[config.mk]
export PLATFORM = sky130hd
export DESIGN_NAME = msrp_packer
export DESIGN_NICKNAME = d
export VERILOG_FILES = /design/src/core/msrp_pkg.sv /design/src/core/msrp_ref_mux.sv /design/src/core/msrp_packer.sv
export VERILOG_INCLUDE_DIRS = /design/src /design/src/core
export SDC_FILE = /design/constraint.sdc
export NUM_CORES = 2
export LEC_CHECK = 0
export BUFFER_PORTS_ARGS = -buffer_cell sky130_fd_sc_hd__buf_4
export CORE_AREA = 3 3 658 660
export CTS_BUF_LIST = sky130_fd_sc_hd__clkbuf_8
export CTS_CLUSTER_DIAMETER = 40
export CTS_CLUSTER_SIZE = 25
export DETAILED_ROUTE_END_ITERATION = 7
export DIE_AREA = 0 0 661 663
export HOLD_SLACK_MARGIN = 0.03
export SETUP_SLACK_MARGIN = 0.2
export SYNTH_ARGS = -nofsm -noshare
export SYNTH_HDL_FRONTEND = slang
export SYNTH_SLANG_ARGS = --single-unit
[constraint.sdc]
create_clock -name clk_sys_i -period 65.3 [get_ports clk_sys_i]
set_clock_uncertainty 0.05 [all_clocks]
set_input_delay 6.53 -clock clk_sys_i [delete_from_list [all_inputs] [get_ports clk_sys_i]]
set_output_delay 6.53 -clock clk_sys_i [all_outputs]
set_load 0.05 [all_outputs]
[src/core/msrp_consts.svh]
// Purpose: offsets, field positions, reset values and limits of the result packer
// Assumes: included by the packer files by bare name
// Notes:   quarter-unit vector limits are the printed ranges times four
`ifndef MSRP_CONSTS_SVH
`define MSRP_CONSTS_SVH

// register offsets
`define MSRP_CTRL_OFS        8'h00
`define MSRP_STATUS_OFS      8'h04
`define MSRP_COUNT_OFS       8'h08
// control fields
`define MSRP_CTRL_INTER_EN   0
`define MSRP_CTRL_VFMT_REQ   1
`define MSRP_CTRL_CODEC_SEL  2
`define MSRP_CTRL_REP_REQ    3
`define MSRP_CTRL_UNPACK_EN  4
`define MSRP_CTRL_SEL_LO     8
`define MSRP_CTRL_RESET      32'h0000_0101
// first word fields
`define MSRP_SKIP_BIT        2
`define MSRP_MODE_LO         0
// cost word fields
`define MSRP_COST_HI_LO      16
`define MSRP_COST_LO_LO      0
// vector limits in quarter units
`define MSRP_Y_MIN           16'hF800
`define MSRP_Y_MAX           16'h07FF
`define MSRP_X_MIN           16'hE000
`define MSRP_X_MAX           16'h1FFF
// message shape
`define MSRP_LAST_PHASE      3'h5
`define MSRP_VEC_PER_PHASE   4

`endif

[src/core/msrp_pkg.sv]
// Purpose: shared types of the motion-search result packer
// Assumes: nothing
// Notes:   state codes are one-hot
package msrp_pkg;
  typedef enum logic [1:0] {
    MSRP_IDLE = 2'b01,
    MSRP_SEND = 2'b10
  } msrp_state_type;
  typedef logic [4:0]   msrp_bind_type;
  typedef logic [255:0] msrp_phase_type;
endpackage

[src/core/msrp_ref_mux.sv]
// Purpose: reference-index slot muxes for four sub-blocks of one list pair
// Assumes: select is one-hot; replicated-active comes from same clock logic
// Notes:   purely combinational
`timescale 1ns/1ps
module msrp_ref_mux (
  input  wire logic [3:0]  rep_select_i,     // one-hot replication select
  input  wire logic        rep_active_i,     // replicated form active
  input  wire logic [19:0] fwd_binding_i,    // forward bindings, sub-block 0 low
  input  wire logic [19:0] bkd_binding_i,    // backward bindings, sub-block 0 low
  output logic      [19:0] list0_slot_o,     // list-0 sub-block slots
  output logic      [19:0] list1_slot_o      // list-1 sub-block slots
);
  import msrp_pkg::*;

  // pick the four slots of one list from its four bindings
  function automatic logic [19:0] pick(input logic [19:0] b, input logic [3:0] sel,
                                       input logic rep);
    logic [4:0] b0;
    logic [4:0] b1;
    logic [4:0] b2;
    logic [4:0] adj1;
    b0 = b[4:0];
    b1 = b[9:5];
    b2 = b[14:10];
    adj1 = rep ? b2 : b1;
    case (sel)
      4'h1:    pick = b;
      4'h2:    pick = {b1, b0, b1, b0};
      4'h4:    pick = {adj1, adj1, b0, b0};
      4'h8:    pick = {b0, b0, b0, b0};
      default: pick = b;
    endcase
  endfunction

  // both lists share the same selection
  assign list0_slot_o = pick(fwd_binding_i, rep_select_i, rep_active_i);
  assign list1_slot_o = pick(bkd_binding_i, rep_select_i, rep_active_i);
endmodule

[src/core/msrp_packer.sv]
// Purpose: assemble the six-phase result message of the motion search unit
// Assumes: result inputs come from logic on clk_sys_i; kernel side gives ready
// Notes:   one message at a time; a start while busy is ignored
//
// Notes on behaviour
// skip-win flag in bit 2, intra ignored
// inter mode bits 1:0 when inter enabled
// vector y high, x low; ref1 above ref0
// vertical limited to -512.00..511.75 quarters
// horizontal limited to -2048.00..2047.75 quarters
// sixteen vectors per reference, interleaved words
// phases one to four carry vectors in order
// phase five upper words carry costs 15..2
// lowest cost word: 29:16 and 13:0
// unchosen sub-shape cost is zero
// duplicated vector slot cost is zero
// format-active ANDed, ORed into unpack enable
// replicated-active is request AND codec
// select 0001 gives own binding
// select 0010 repeats sub-blocks 0 and 1
// select 0100 uses adjusted bindings
// select 1000 copies sub-block 0 everywhere
// adjusted binding 1 follows replicated form
// other selects behave like 0001
`timescale 1ns/1ps
`include "msrp_consts.svh"
module msrp_packer #(
  parameter int NUM_VEC = 16                         // vectors per reference
) (
  input  wire logic                 clk_sys_i,        // core clock, 100 MHz
  input  wire logic                 reset_i,          // synchronous reset, high
  // register port
  input  wire logic [7:0]           reg_addr_i,       // byte address
  input  wire logic [31:0]          reg_wdata_i,      // write data
  input  wire logic                 reg_write_i,      // write strobe
  input  wire logic                 reg_read_i,       // read strobe
  output logic      [31:0]          reg_rdata_o,      // read data, next cycle
  // search result
  input  wire logic                 res_start_i,      // result valid pulse
  output logic                      res_ready_o,      // packer idle
  input  wire logic                 skip_win_flag_i,  // a skip centre won
  input  wire logic                 intra_block_flag_i, // intra winner, not used
  input  wire logic [1:0]           inter_partition_mode_i, // winning partition
  input  wire logic [NUM_VEC*32-1:0] ref0_motion_vector_i, // {y,x} per vector
  input  wire logic [NUM_VEC*32-1:0] ref1_motion_vector_i, // {y,x} per vector
  input  wire logic [NUM_VEC*14-1:0] per_vector_cost_i,   // raw costs
  input  wire logic [NUM_VEC-1:0]   shape_chosen_i,   // sub-shape chosen per slot
  input  wire logic [NUM_VEC-1:0]   vec_duplicated_i, // slot made by duplication
  // bindings
  input  wire logic [19:0]          forward_subblock_binding_i,  // fwd, sub-block 0 low
  input  wire logic [19:0]          backward_subblock_binding_i, // bkd, sub-block 0 low
  output logic      [19:0]          list0_subblock_ref_slot_o,   // list-0 slots
  output logic      [19:0]          list1_subblock_ref_slot_o,   // list-1 slots
  output logic                      vector_unpack_enable_o,      // effective unpack
  // message to the kernel
  output logic                      msg_valid_o,      // phase valid
  input  wire logic                 msg_ready_i,      // kernel takes phase
  output logic      [2:0]           msg_phase_o,      // phase index 0..5
  output logic                      msg_last_o,       // last phase
  output msrp_pkg::msrp_phase_type  msg_data_o        // eight words, word 0 low
);
  import msrp_pkg::*;

  msrp_state_type state_r;
  logic [31:0]    ctrl_r;
  logic [31:0]    count_r;
  logic [31:0]    rdata_r;
  logic [2:0]     phase_r;
  msrp_phase_type data_r;
  logic           skip_r;
  logic [1:0]     mode_r;
  logic [31:0]    vec0_r [NUM_VEC];
  logic [31:0]    vec1_r [NUM_VEC];
  logic [13:0]    cost_r [NUM_VEC];
  logic           inter_en;
  logic           vec_fmt_active;
  logic           rep_active;
  logic           accept;
  logic           advance;
  logic [2:0]     phase_nxt;

  // clamp one signed component between two limits
  function automatic logic [15:0] clamp(input logic [15:0] v, input logic [15:0] lo,
                                        input logic [15:0] hi);
    if ($signed(v) < $signed(lo)) begin
      clamp = lo;
    end else if ($signed(v) > $signed(hi)) begin
      clamp = hi;
    end else begin
      clamp = v;
    end
  endfunction

  // limit a {y,x} vector word to the hardware range
  function automatic logic [31:0] limit_vec(input logic [31:0] v);
    limit_vec = {clamp(v[31:16], `MSRP_Y_MIN, `MSRP_Y_MAX),
                 clamp(v[15:0], `MSRP_X_MIN, `MSRP_X_MAX)};
  endfunction

  // control bits and derived enables
  assign inter_en       = ctrl_r[`MSRP_CTRL_INTER_EN];
  assign vec_fmt_active = ctrl_r[`MSRP_CTRL_VFMT_REQ] & ctrl_r[`MSRP_CTRL_CODEC_SEL];
  assign rep_active     = ctrl_r[`MSRP_CTRL_REP_REQ] & ctrl_r[`MSRP_CTRL_CODEC_SEL];
  assign vector_unpack_enable_o = ctrl_r[`MSRP_CTRL_UNPACK_EN] | vec_fmt_active;

  // reference slot muxes
  msrp_ref_mux u_ref_mux (
    .rep_select_i  (ctrl_r[`MSRP_CTRL_SEL_LO +: 4]),
    .rep_active_i  (rep_active),
    .fwd_binding_i (forward_subblock_binding_i),
    .bkd_binding_i (backward_subblock_binding_i),
    .list0_slot_o  (list0_subblock_ref_slot_o),
    .list1_slot_o  (list1_subblock_ref_slot_o)
  );

  // handshake terms
  assign res_ready_o = (state_r == MSRP_IDLE);
  assign accept      = res_ready_o & res_start_i;
  assign advance     = (state_r == MSRP_SEND) & msg_ready_i;
  assign phase_nxt   = phase_r + 3'h1;
  assign msg_valid_o = (state_r == MSRP_SEND);
  assign msg_phase_o = phase_r;
  assign msg_last_o  = msg_valid_o & (phase_r == `MSRP_LAST_PHASE);
  assign msg_data_o  = data_r;
  assign reg_rdata_o = rdata_r;

  // build one phase of the message from the latched result
  function automatic msrp_phase_type build(input logic [2:0] ph, input logic sk,
                                           input logic [1:0] md);
    msrp_phase_type p;
    int             base;
    p = '0;
    base = 0;
    if (ph == 3'h0) begin
      p[`MSRP_SKIP_BIT] = sk;
      p[`MSRP_MODE_LO +: 2] = md;
    end else if (ph <= 3'h4) begin
      base = (int'(ph) - 1) * `MSRP_VEC_PER_PHASE;
      for (int k = 0; k < `MSRP_VEC_PER_PHASE; k++) begin
        p[64*k +: 32]      = vec0_r[base + k];
        p[64*k + 32 +: 32] = vec1_r[base + k];
      end
    end else begin
      for (int w = 0; w < NUM_VEC / 2; w++) begin
        p[32*w + `MSRP_COST_LO_LO +: 14] = cost_r[2*w];
        p[32*w + `MSRP_COST_HI_LO +: 14] = cost_r[2*w + 1];
      end
    end
    return p;
  endfunction

  // message state
  always_ff @(posedge clk_sys_i) begin
    if (reset_i) begin
      state_r <= MSRP_IDLE;
    end else begin
      case (state_r)
        MSRP_IDLE: begin
          if (accept) begin
            state_r <= MSRP_SEND;
          end
        end
        MSRP_SEND: begin
          if (advance && phase_r == `MSRP_LAST_PHASE) begin
            state_r <= MSRP_IDLE;
          end
        end
        default: state_r <= MSRP_IDLE;
      endcase
    end
  end

  // phase counter
  always_ff @(posedge clk_sys_i) begin
    if (reset_i) begin
      phase_r <= 3'h0;
    end else if (accept) begin
      phase_r <= 3'h0;
    end else if (advance) begin
      phase_r <= (phase_r == `MSRP_LAST_PHASE) ? 3'h0 : phase_nxt;
    end
  end

  // first word fields, latched at start
  always_ff @(posedge clk_sys_i) begin
    if (reset_i) begin
      skip_r <= 1'b0;
      mode_r <= 2'h0;
    end else if (accept) begin
      skip_r <= skip_win_flag_i;
      mode_r <= inter_en ? inter_partition_mode_i : 2'h0;
    end
  end

  // vectors and costs, latched at start
  always_ff @(posedge clk_sys_i) begin
    if (reset_i) begin
      for (int i = 0; i < NUM_VEC; i++) begin
        vec0_r[i] <= 32'h0;
        vec1_r[i] <= 32'h0;
        cost_r[i] <= 14'h0;
      end
    end else if (accept) begin
      for (int i = 0; i < NUM_VEC; i++) begin
        vec0_r[i] <= limit_vec(ref0_motion_vector_i[32*i +: 32]);
        vec1_r[i] <= limit_vec(ref1_motion_vector_i[32*i +: 32]);
        if (!shape_chosen_i[i] || vec_duplicated_i[i]) begin
          cost_r[i] <= 14'h0;
        end else begin
          cost_r[i] <= per_vector_cost_i[14*i +: 14];
        end
      end
    end
  end

  // phase data register: phase 0 is loaded from the inputs on the accept edge
  always_ff @(posedge clk_sys_i) begin
    if (reset_i) begin
      data_r <= '0;
    end else if (accept) begin
      data_r <= '0;
      data_r[`MSRP_SKIP_BIT] <= skip_win_flag_i;
      data_r[`MSRP_MODE_LO +: 2] <= inter_en ? inter_partition_mode_i : 2'h0;
    end else if (advance && phase_r != `MSRP_LAST_PHASE) begin
      data_r <= build(phase_nxt, skip_r, mode_r);
    end
  end

  // control register writes
  always_ff @(posedge clk_sys_i) begin
    if (reset_i) begin
      ctrl_r <= `MSRP_CTRL_RESET;
    end else if (reg_write_i && reg_addr_i == `MSRP_CTRL_OFS) begin
      ctrl_r <= {20'h0, reg_wdata_i[11:8], 3'h0, reg_wdata_i[4:0]};
    end
  end

  // completed message count
  always_ff @(posedge clk_sys_i) begin
    if (reset_i) begin
      count_r <= 32'h0;
    end else if (reg_write_i && reg_addr_i == `MSRP_COUNT_OFS) begin
      count_r <= 32'h0;
    end else if (advance && phase_r == `MSRP_LAST_PHASE) begin
      count_r <= count_r + 32'h1;
    end
  end

  // register reads, data one cycle after the strobe
  always_ff @(posedge clk_sys_i) begin
    if (reset_i) begin
      rdata_r <= 32'h0;
    end else if (reg_read_i) begin
      case (reg_addr_i)
        `MSRP_CTRL_OFS:   rdata_r <= ctrl_r;
        `MSRP_STATUS_OFS: rdata_r <= {25'h0, vector_unpack_enable_o, rep_active,
                                      vec_fmt_active, phase_r, msg_valid_o};
        `MSRP_COUNT_OFS:  rdata_r <= count_r;
        default:          rdata_r <= 32'h0;
      endcase
    end else begin
      rdata_r <= 32'h0;
    end
  end
endmodule

# --- Yosys cells after proc, flatten, opt, wreduce, memory -nomap -nowiden ---
# Memory sizes are Yosys's and may differ from the RTL's.
# Index checks and enable logic that the tools add are counted.
totals:
  reg_bits: 337
  mem_bits_rw: 1248
  inputBits: 1370
  memories: 3
mem_list:
  columns: ["memory", "depth", "word_bits", "read_ports", "rd_ports_with_merged_regs", "wr", "line", "source"]
  rows:
  - ["vec0_r", 16, 32, 4, 0, 16, "msrp_packer.sv:72", "logic [31:0] vec0_r [NUM_VEC];"]
  - ["vec1_r", 16, 32, 4, 0, 16, "msrp_packer.sv:73", "logic [31:0] vec1_r [NUM_VEC];"]
  - ["cost_r", 16, 14, 16, 0, 16, "msrp_packer.sv:74", "logic [13:0] cost_r [NUM_VEC];"]
op_classes:
  add_sub_neg: 6
  n_lt_le_gt_ge: 129
  eq_ne: 11
  muxes: 499
  bitwise: 71
  reduce_logical: 43
op_table:
  columns: ["op", "count"]
  rows:
  - ["16-bit two-way mux", 256]
  - ["32-bit two-way mux", 32]
  - ["14-bit two-way mux", 48]
  - ["16-bit by 12-bit greater-than comparator with 1-bit output (second input constant)", 32]
  - ["16-bit by 14-bit greater-than comparator with 1-bit output (second input constant)", 32]
  - ["16-bit by 12-bit < comparator with 1-bit output (second input constant)", 32]
  - ["16-bit by 14-bit < comparator with 1-bit output (second input constant)", 32]
  - ["253-bit two-way mux", 1]
  - ["1-bit two-way mux", 133]
  - ["20-bit one-hot mux with 3 select lines", 2]
  - ["32-bit one-hot mux with 3 select lines", 1]
  - ["1-bit bitwise OR", 65]
  - ["2-bit two-way mux", 19]
  - ["32-bit by 1-bit adder with 32-bit output (second input constant)", 1]
  - ["1-bit zero test", 16]
  - ["1-bit logical OR", 16]
  - ["3-bit two-way mux", 4]
  - ["5-bit two-way mux", 2]
  - ["4-bit by 3-bit adder with 4-bit output (second input constant)", 2]
  - ["8-bit by 3-bit equality test with 1-bit output (second input constant)", 1]
  - ["8-bit by 4-bit equality test with 1-bit output (second input constant)", 1]
  - ["8-bit zero test", 1]
  - ["2-bit OR reduction", 3]
  - ["1-bit AND", 5]
  - ["18 further kinds", 22]

# --- Depth between registers and ports, before layout ---
logic_depth:
  ltp_word: 8
  ltp_mapped: 9

# --- Hierarchy ---
# From an unflattened synthesis, not the netlist that was laid out.
hier_totals:
  hier_cells: 4904
  hier_area_um2: 69860.8
by_module_without_submodules:
  columns: ["module", "instances", "cells_each", "area_each_um2", "seq_area_each_um2"]
  rows:
  - ["msrp_packer", 1, 4818, 69117.5, 44222.4]
  - ["msrp_ref_mux", 1, 86, 743.2, 0.0]

# --- Worst setup path after synthesis ---
# No wires, ideal clock.
synth_path:
  path_type: "input -> register"
  start: "input port res_start_i"
  end: "memory cost_r[0][0], enable pin"
  setup_ps: 2096
  arrival_time_ps: 40744
  setup_slack_ps: 22409
  stages: 5
  path_buffers: 3
  cell_sequence: "nand2_1 nand2b_1 clkbuf_1 buf_2 buf_1"
synth_rtl:
  columns: ["element", "line", "source"]
  rows:
  - ["start, declared", "msrp_packer.sv:39", "input wire logic res_start_i,"]
  - ["end, declared", "msrp_packer.sv:74", null]

# --- Worst setup path after layout ---
layout_path:
  start: "input port forward_subblock_binding_i[5]"
  end: "output port list0_subblock_ref_slot_o[15]"
layout_between:
  elab_chain_cells: 2
layout_lines:
  columns: ["element", "line", "source"]
  rows:
  - ["start, declared", "msrp_packer.sv:50", "input wire logic [19:0] forward_subblock_binding_i,"]
  - ["5-bit two-way mux", "msrp_ref_mux.sv:25", "adj1 = rep ? b2 : b1;"]
  - ["20-bit one-hot mux with 3 select lines (*)", "msrp_ref_mux.sv:26", "case (sel)"]
  - ["end, declared", "msrp_packer.sv:52", "output logic [19:0] list0_subblock_ref_slot_o,"]
# Mark *: on every way between the ends. The rest lies on a longest branch, timed or not.

==> run summary <==
clk buf depth: 4
PortBufs: 1680
minimum clock period: 14.44 ns
hold crit path type: flop to flop
Core Rows: 240
flop-to-flop setup slack: 58.67 ns
top cells by count, synth: 1248 x edfxtp_1, 768 x o21a_1, 408 x and2_1
area of the multi-input gates: 23900 um^2
status: complete, no violations
total vias in the final route: 51300
Data required, critical path: 58.72 ns
GRT Total Usage: 15.1%
Peak supply drop: 0.0000153 V
post-route setup slack: 50.86 ns
CTS tree: yes
DRC Markers: 0
Final Setup Violations: 0
H-tree depth: 5
nets: 7944
number of global-route vias before repair: 51100
adder-cell area share of the yosys netlist: 0.0716%
Final Hold Violating Endpoints: 0
root buffer cell: clkbuf_8
leakage: 35.9 nW
Seq/Total Area, Yosys: 63.3%
clk sinks: 1585
Synth top area share: 53.6%
post-synth net total: 6297
Routed WL per cell: 27.5 um
most frequent cell after synthesis: edfxtp_1
Worst setup EP type: output port
final worst-path cycle share: 22.1%
Async SR Flop Fraction: 0%
Final Non-Filler Cells: 12500
Initial Util: 16.3%
Filler cells: 45500
yosys warns: 0
Die ar.: 438000 um^2
register area: 44200 um^2
vias per cell: 4.09
antenna violations before repair: 125
Post-synth EDFFs: 1248
RePlAce Congestion: 0.935
layout cell share with drive strength beyond 1: 40.1%
Top-Level Pins: 1705
worst slew pin tran: 1.32 ns
RSZ-0062 raised after global routing: false
1st-pass router iterations: 5
CP Launch Type: primary input
synthesized area: 69900 um^2
Die W: 661 um
DP HPWL: 270 mm
dominant synthesized flop cell: edfxtp_1
largest family of logic cells by synthesized area: compound AO/OA/AOI/OAI gates
flops & latches, synth: 1585
fin util: 22.3%
Syn-to-layout area delta: 36.6%
Final TNS setup: 0 ns
Placed Instances: 12000
postcts setup bufs: 0
DRT Wirelength: 345 mm
post-synthesis xor/xnor area fraction: 0.441%
Die H: 663 um
# hold bufs at CTS: 0
compound-gate portion of the synthesized area: 13.9%
CTS Buf Count: 278
Yosys top cell by area: edfxtp_1
Critical Path AT: 7.86 ns
clock latency on the worst-skew pair: 1.01 ns
WHS: 0.404 ns
fmax: 69.2 MHz
post-synthesis simple-gate area fraction: 10.7%
Setup CP Type: primary input to output port
P per Cell Area: 26.5 nW/um^2
Mean Syn Cell Area: 14.2 um^2
mux contribution to synthesized area: 8.83%
crit path max fanout: 3
remaining antenna violation count after routing: 0
first-pass GRT wire length: 453 mm
Max-cap violations: 0
clk slew on worst S/H paths: 0.05 ns
Slew Viols, Final: 0
pre-CTS WS: 50.97 ns
Core Region: 427000 um^2
cts repair resizes: 0
synth unique cells: 56
Congestion Overflow GR: 0
Slew HR: 11.6%
main area contributors after synthesis: edfxtp_1 54%, dfxtp_1 9.7%, mux4_2 8.3%
largest net degree at the start of global routing: 198
DRT iter0 DRCs: 4663
cell count after synthesis: 4923
[cell type report]
cell class / instances / share of cell area (%)
Clock inverter: 216 / 2.53
Antenna cell: 57 / 0.149
Clock buffer: 297 / 4.28
Timing Repair Buffer: 1779 / 14.2
Multi-Input combinational cell: 2914 / 25.0
Tap cell: 5687 / 7.46
Inverter: 12 / 0.0472
Sequential cell: 1585 / 46.3
[path summary, 6_finish.rpt]
| kind | start | to | cells after the start |
|---|---|---|---|
| setup reg to reg | state_r[0] | vec1_r[4][26] | 9 |
| setup / recovery | forward_subblock_binding_i[5] | list0_subblock_ref_slot_o[15] | 5 |
| hold reg to reg | msg_data_o[15] | msg_data_o[15] | 2 |
| hold / removal | msg_data_o[15] | msg_data_o[15] | 2 |
[placed cells by master (no fill, tap or decap), types with 9 or more instances in the layout]
cell type,netlist,layout
clkinv_1,0,16
a221oi_1,81,81
o21a_1,768,768
inv_1,12,42
edfxtp_1,1248,1248
mux2_2,11,11
clkinv_4,0,20
nor2b_1,99,99
inv_8,0,12
and2_1,408,408
a221oi_2,140,140
a211o_1,22,22
buf_12,0,10
diode_2,0,57
buf_4,29,1767
nor3b_2,16,9
bufinv_16,0,34
a21oi_4,16,18
xnor2_1,22,22
nand3_1,48,48
nor2_1,401,390
o21ai_0,16,16
nor3_1,242,242
clkbuf_8,0,298
mux2i_1,28,28
a21oi_1,93,88
inv_6,0,34
dfxtp_1,337,336
nor4_1,38,34
nand4_1,38,38
clkinv_2,0,23
mux4_2,256,256
nor2_2,1,9
nand2_1,116,116
clkinvlp_4,0,30
[metrics by stage]
stage | cell area, um^2 | power, mW
after detailed placement | 88800 | 1.47
after global routing | 95400 | 2.62
final | 95400 | 2.53
after global placement | 88700 | 1.47
after CTS | 95300 | 2.57
after floorplan | 69900 | 1.40
[sequential cells by signal, indices dropped and copies added, names as in the netlist]
register,count
msg_data_o,256
reg_rdata_o,32
ctrl_r,9
skip_r,1
vec0_r,512
vec1_r,512
msg_phase_o,3
cost_r,224
count_r,32
mode_r,2
state_r,2
[routing by layer]
| metal | up-vias | track usage, % | part of all wire, % |
|---|---|---|---|
| li1 | 22300 | - | - |
| met1 | 26000 | 18.0 | 39 |
| met2 | 2405 | 26.0 | 49 |
| met3 | 572 | 3.79 | 7.7 |
| met4 | 52 | 5.66 | 4.1 |
| met5 | - | 0 | 0.10 |
[cells by family after synthesis]
family                     Yosys count
DFF                               1585
and+or+nand+nor                   1431
AOI/OAI and AO/OA                 1154
buffers and inverters              424
muxes                              295
xor gates and xnor gates            30
adders and majority gates            4
[worst max-delay path, stage by stage]
cell and delay, ns:
buf_4 0.13, mux2i_1 0.07, o21ai_0 0.70, a211o_1 0.22, buf_4 0.20
[report_power, final]
group          switching [mW]  internal, mW
Clock                   0.499         0.583
Sequential             0.0263          1.17
Combinational           0.146         0.104
Total                   0.671          1.86
(Power assumes the default switching activity.)
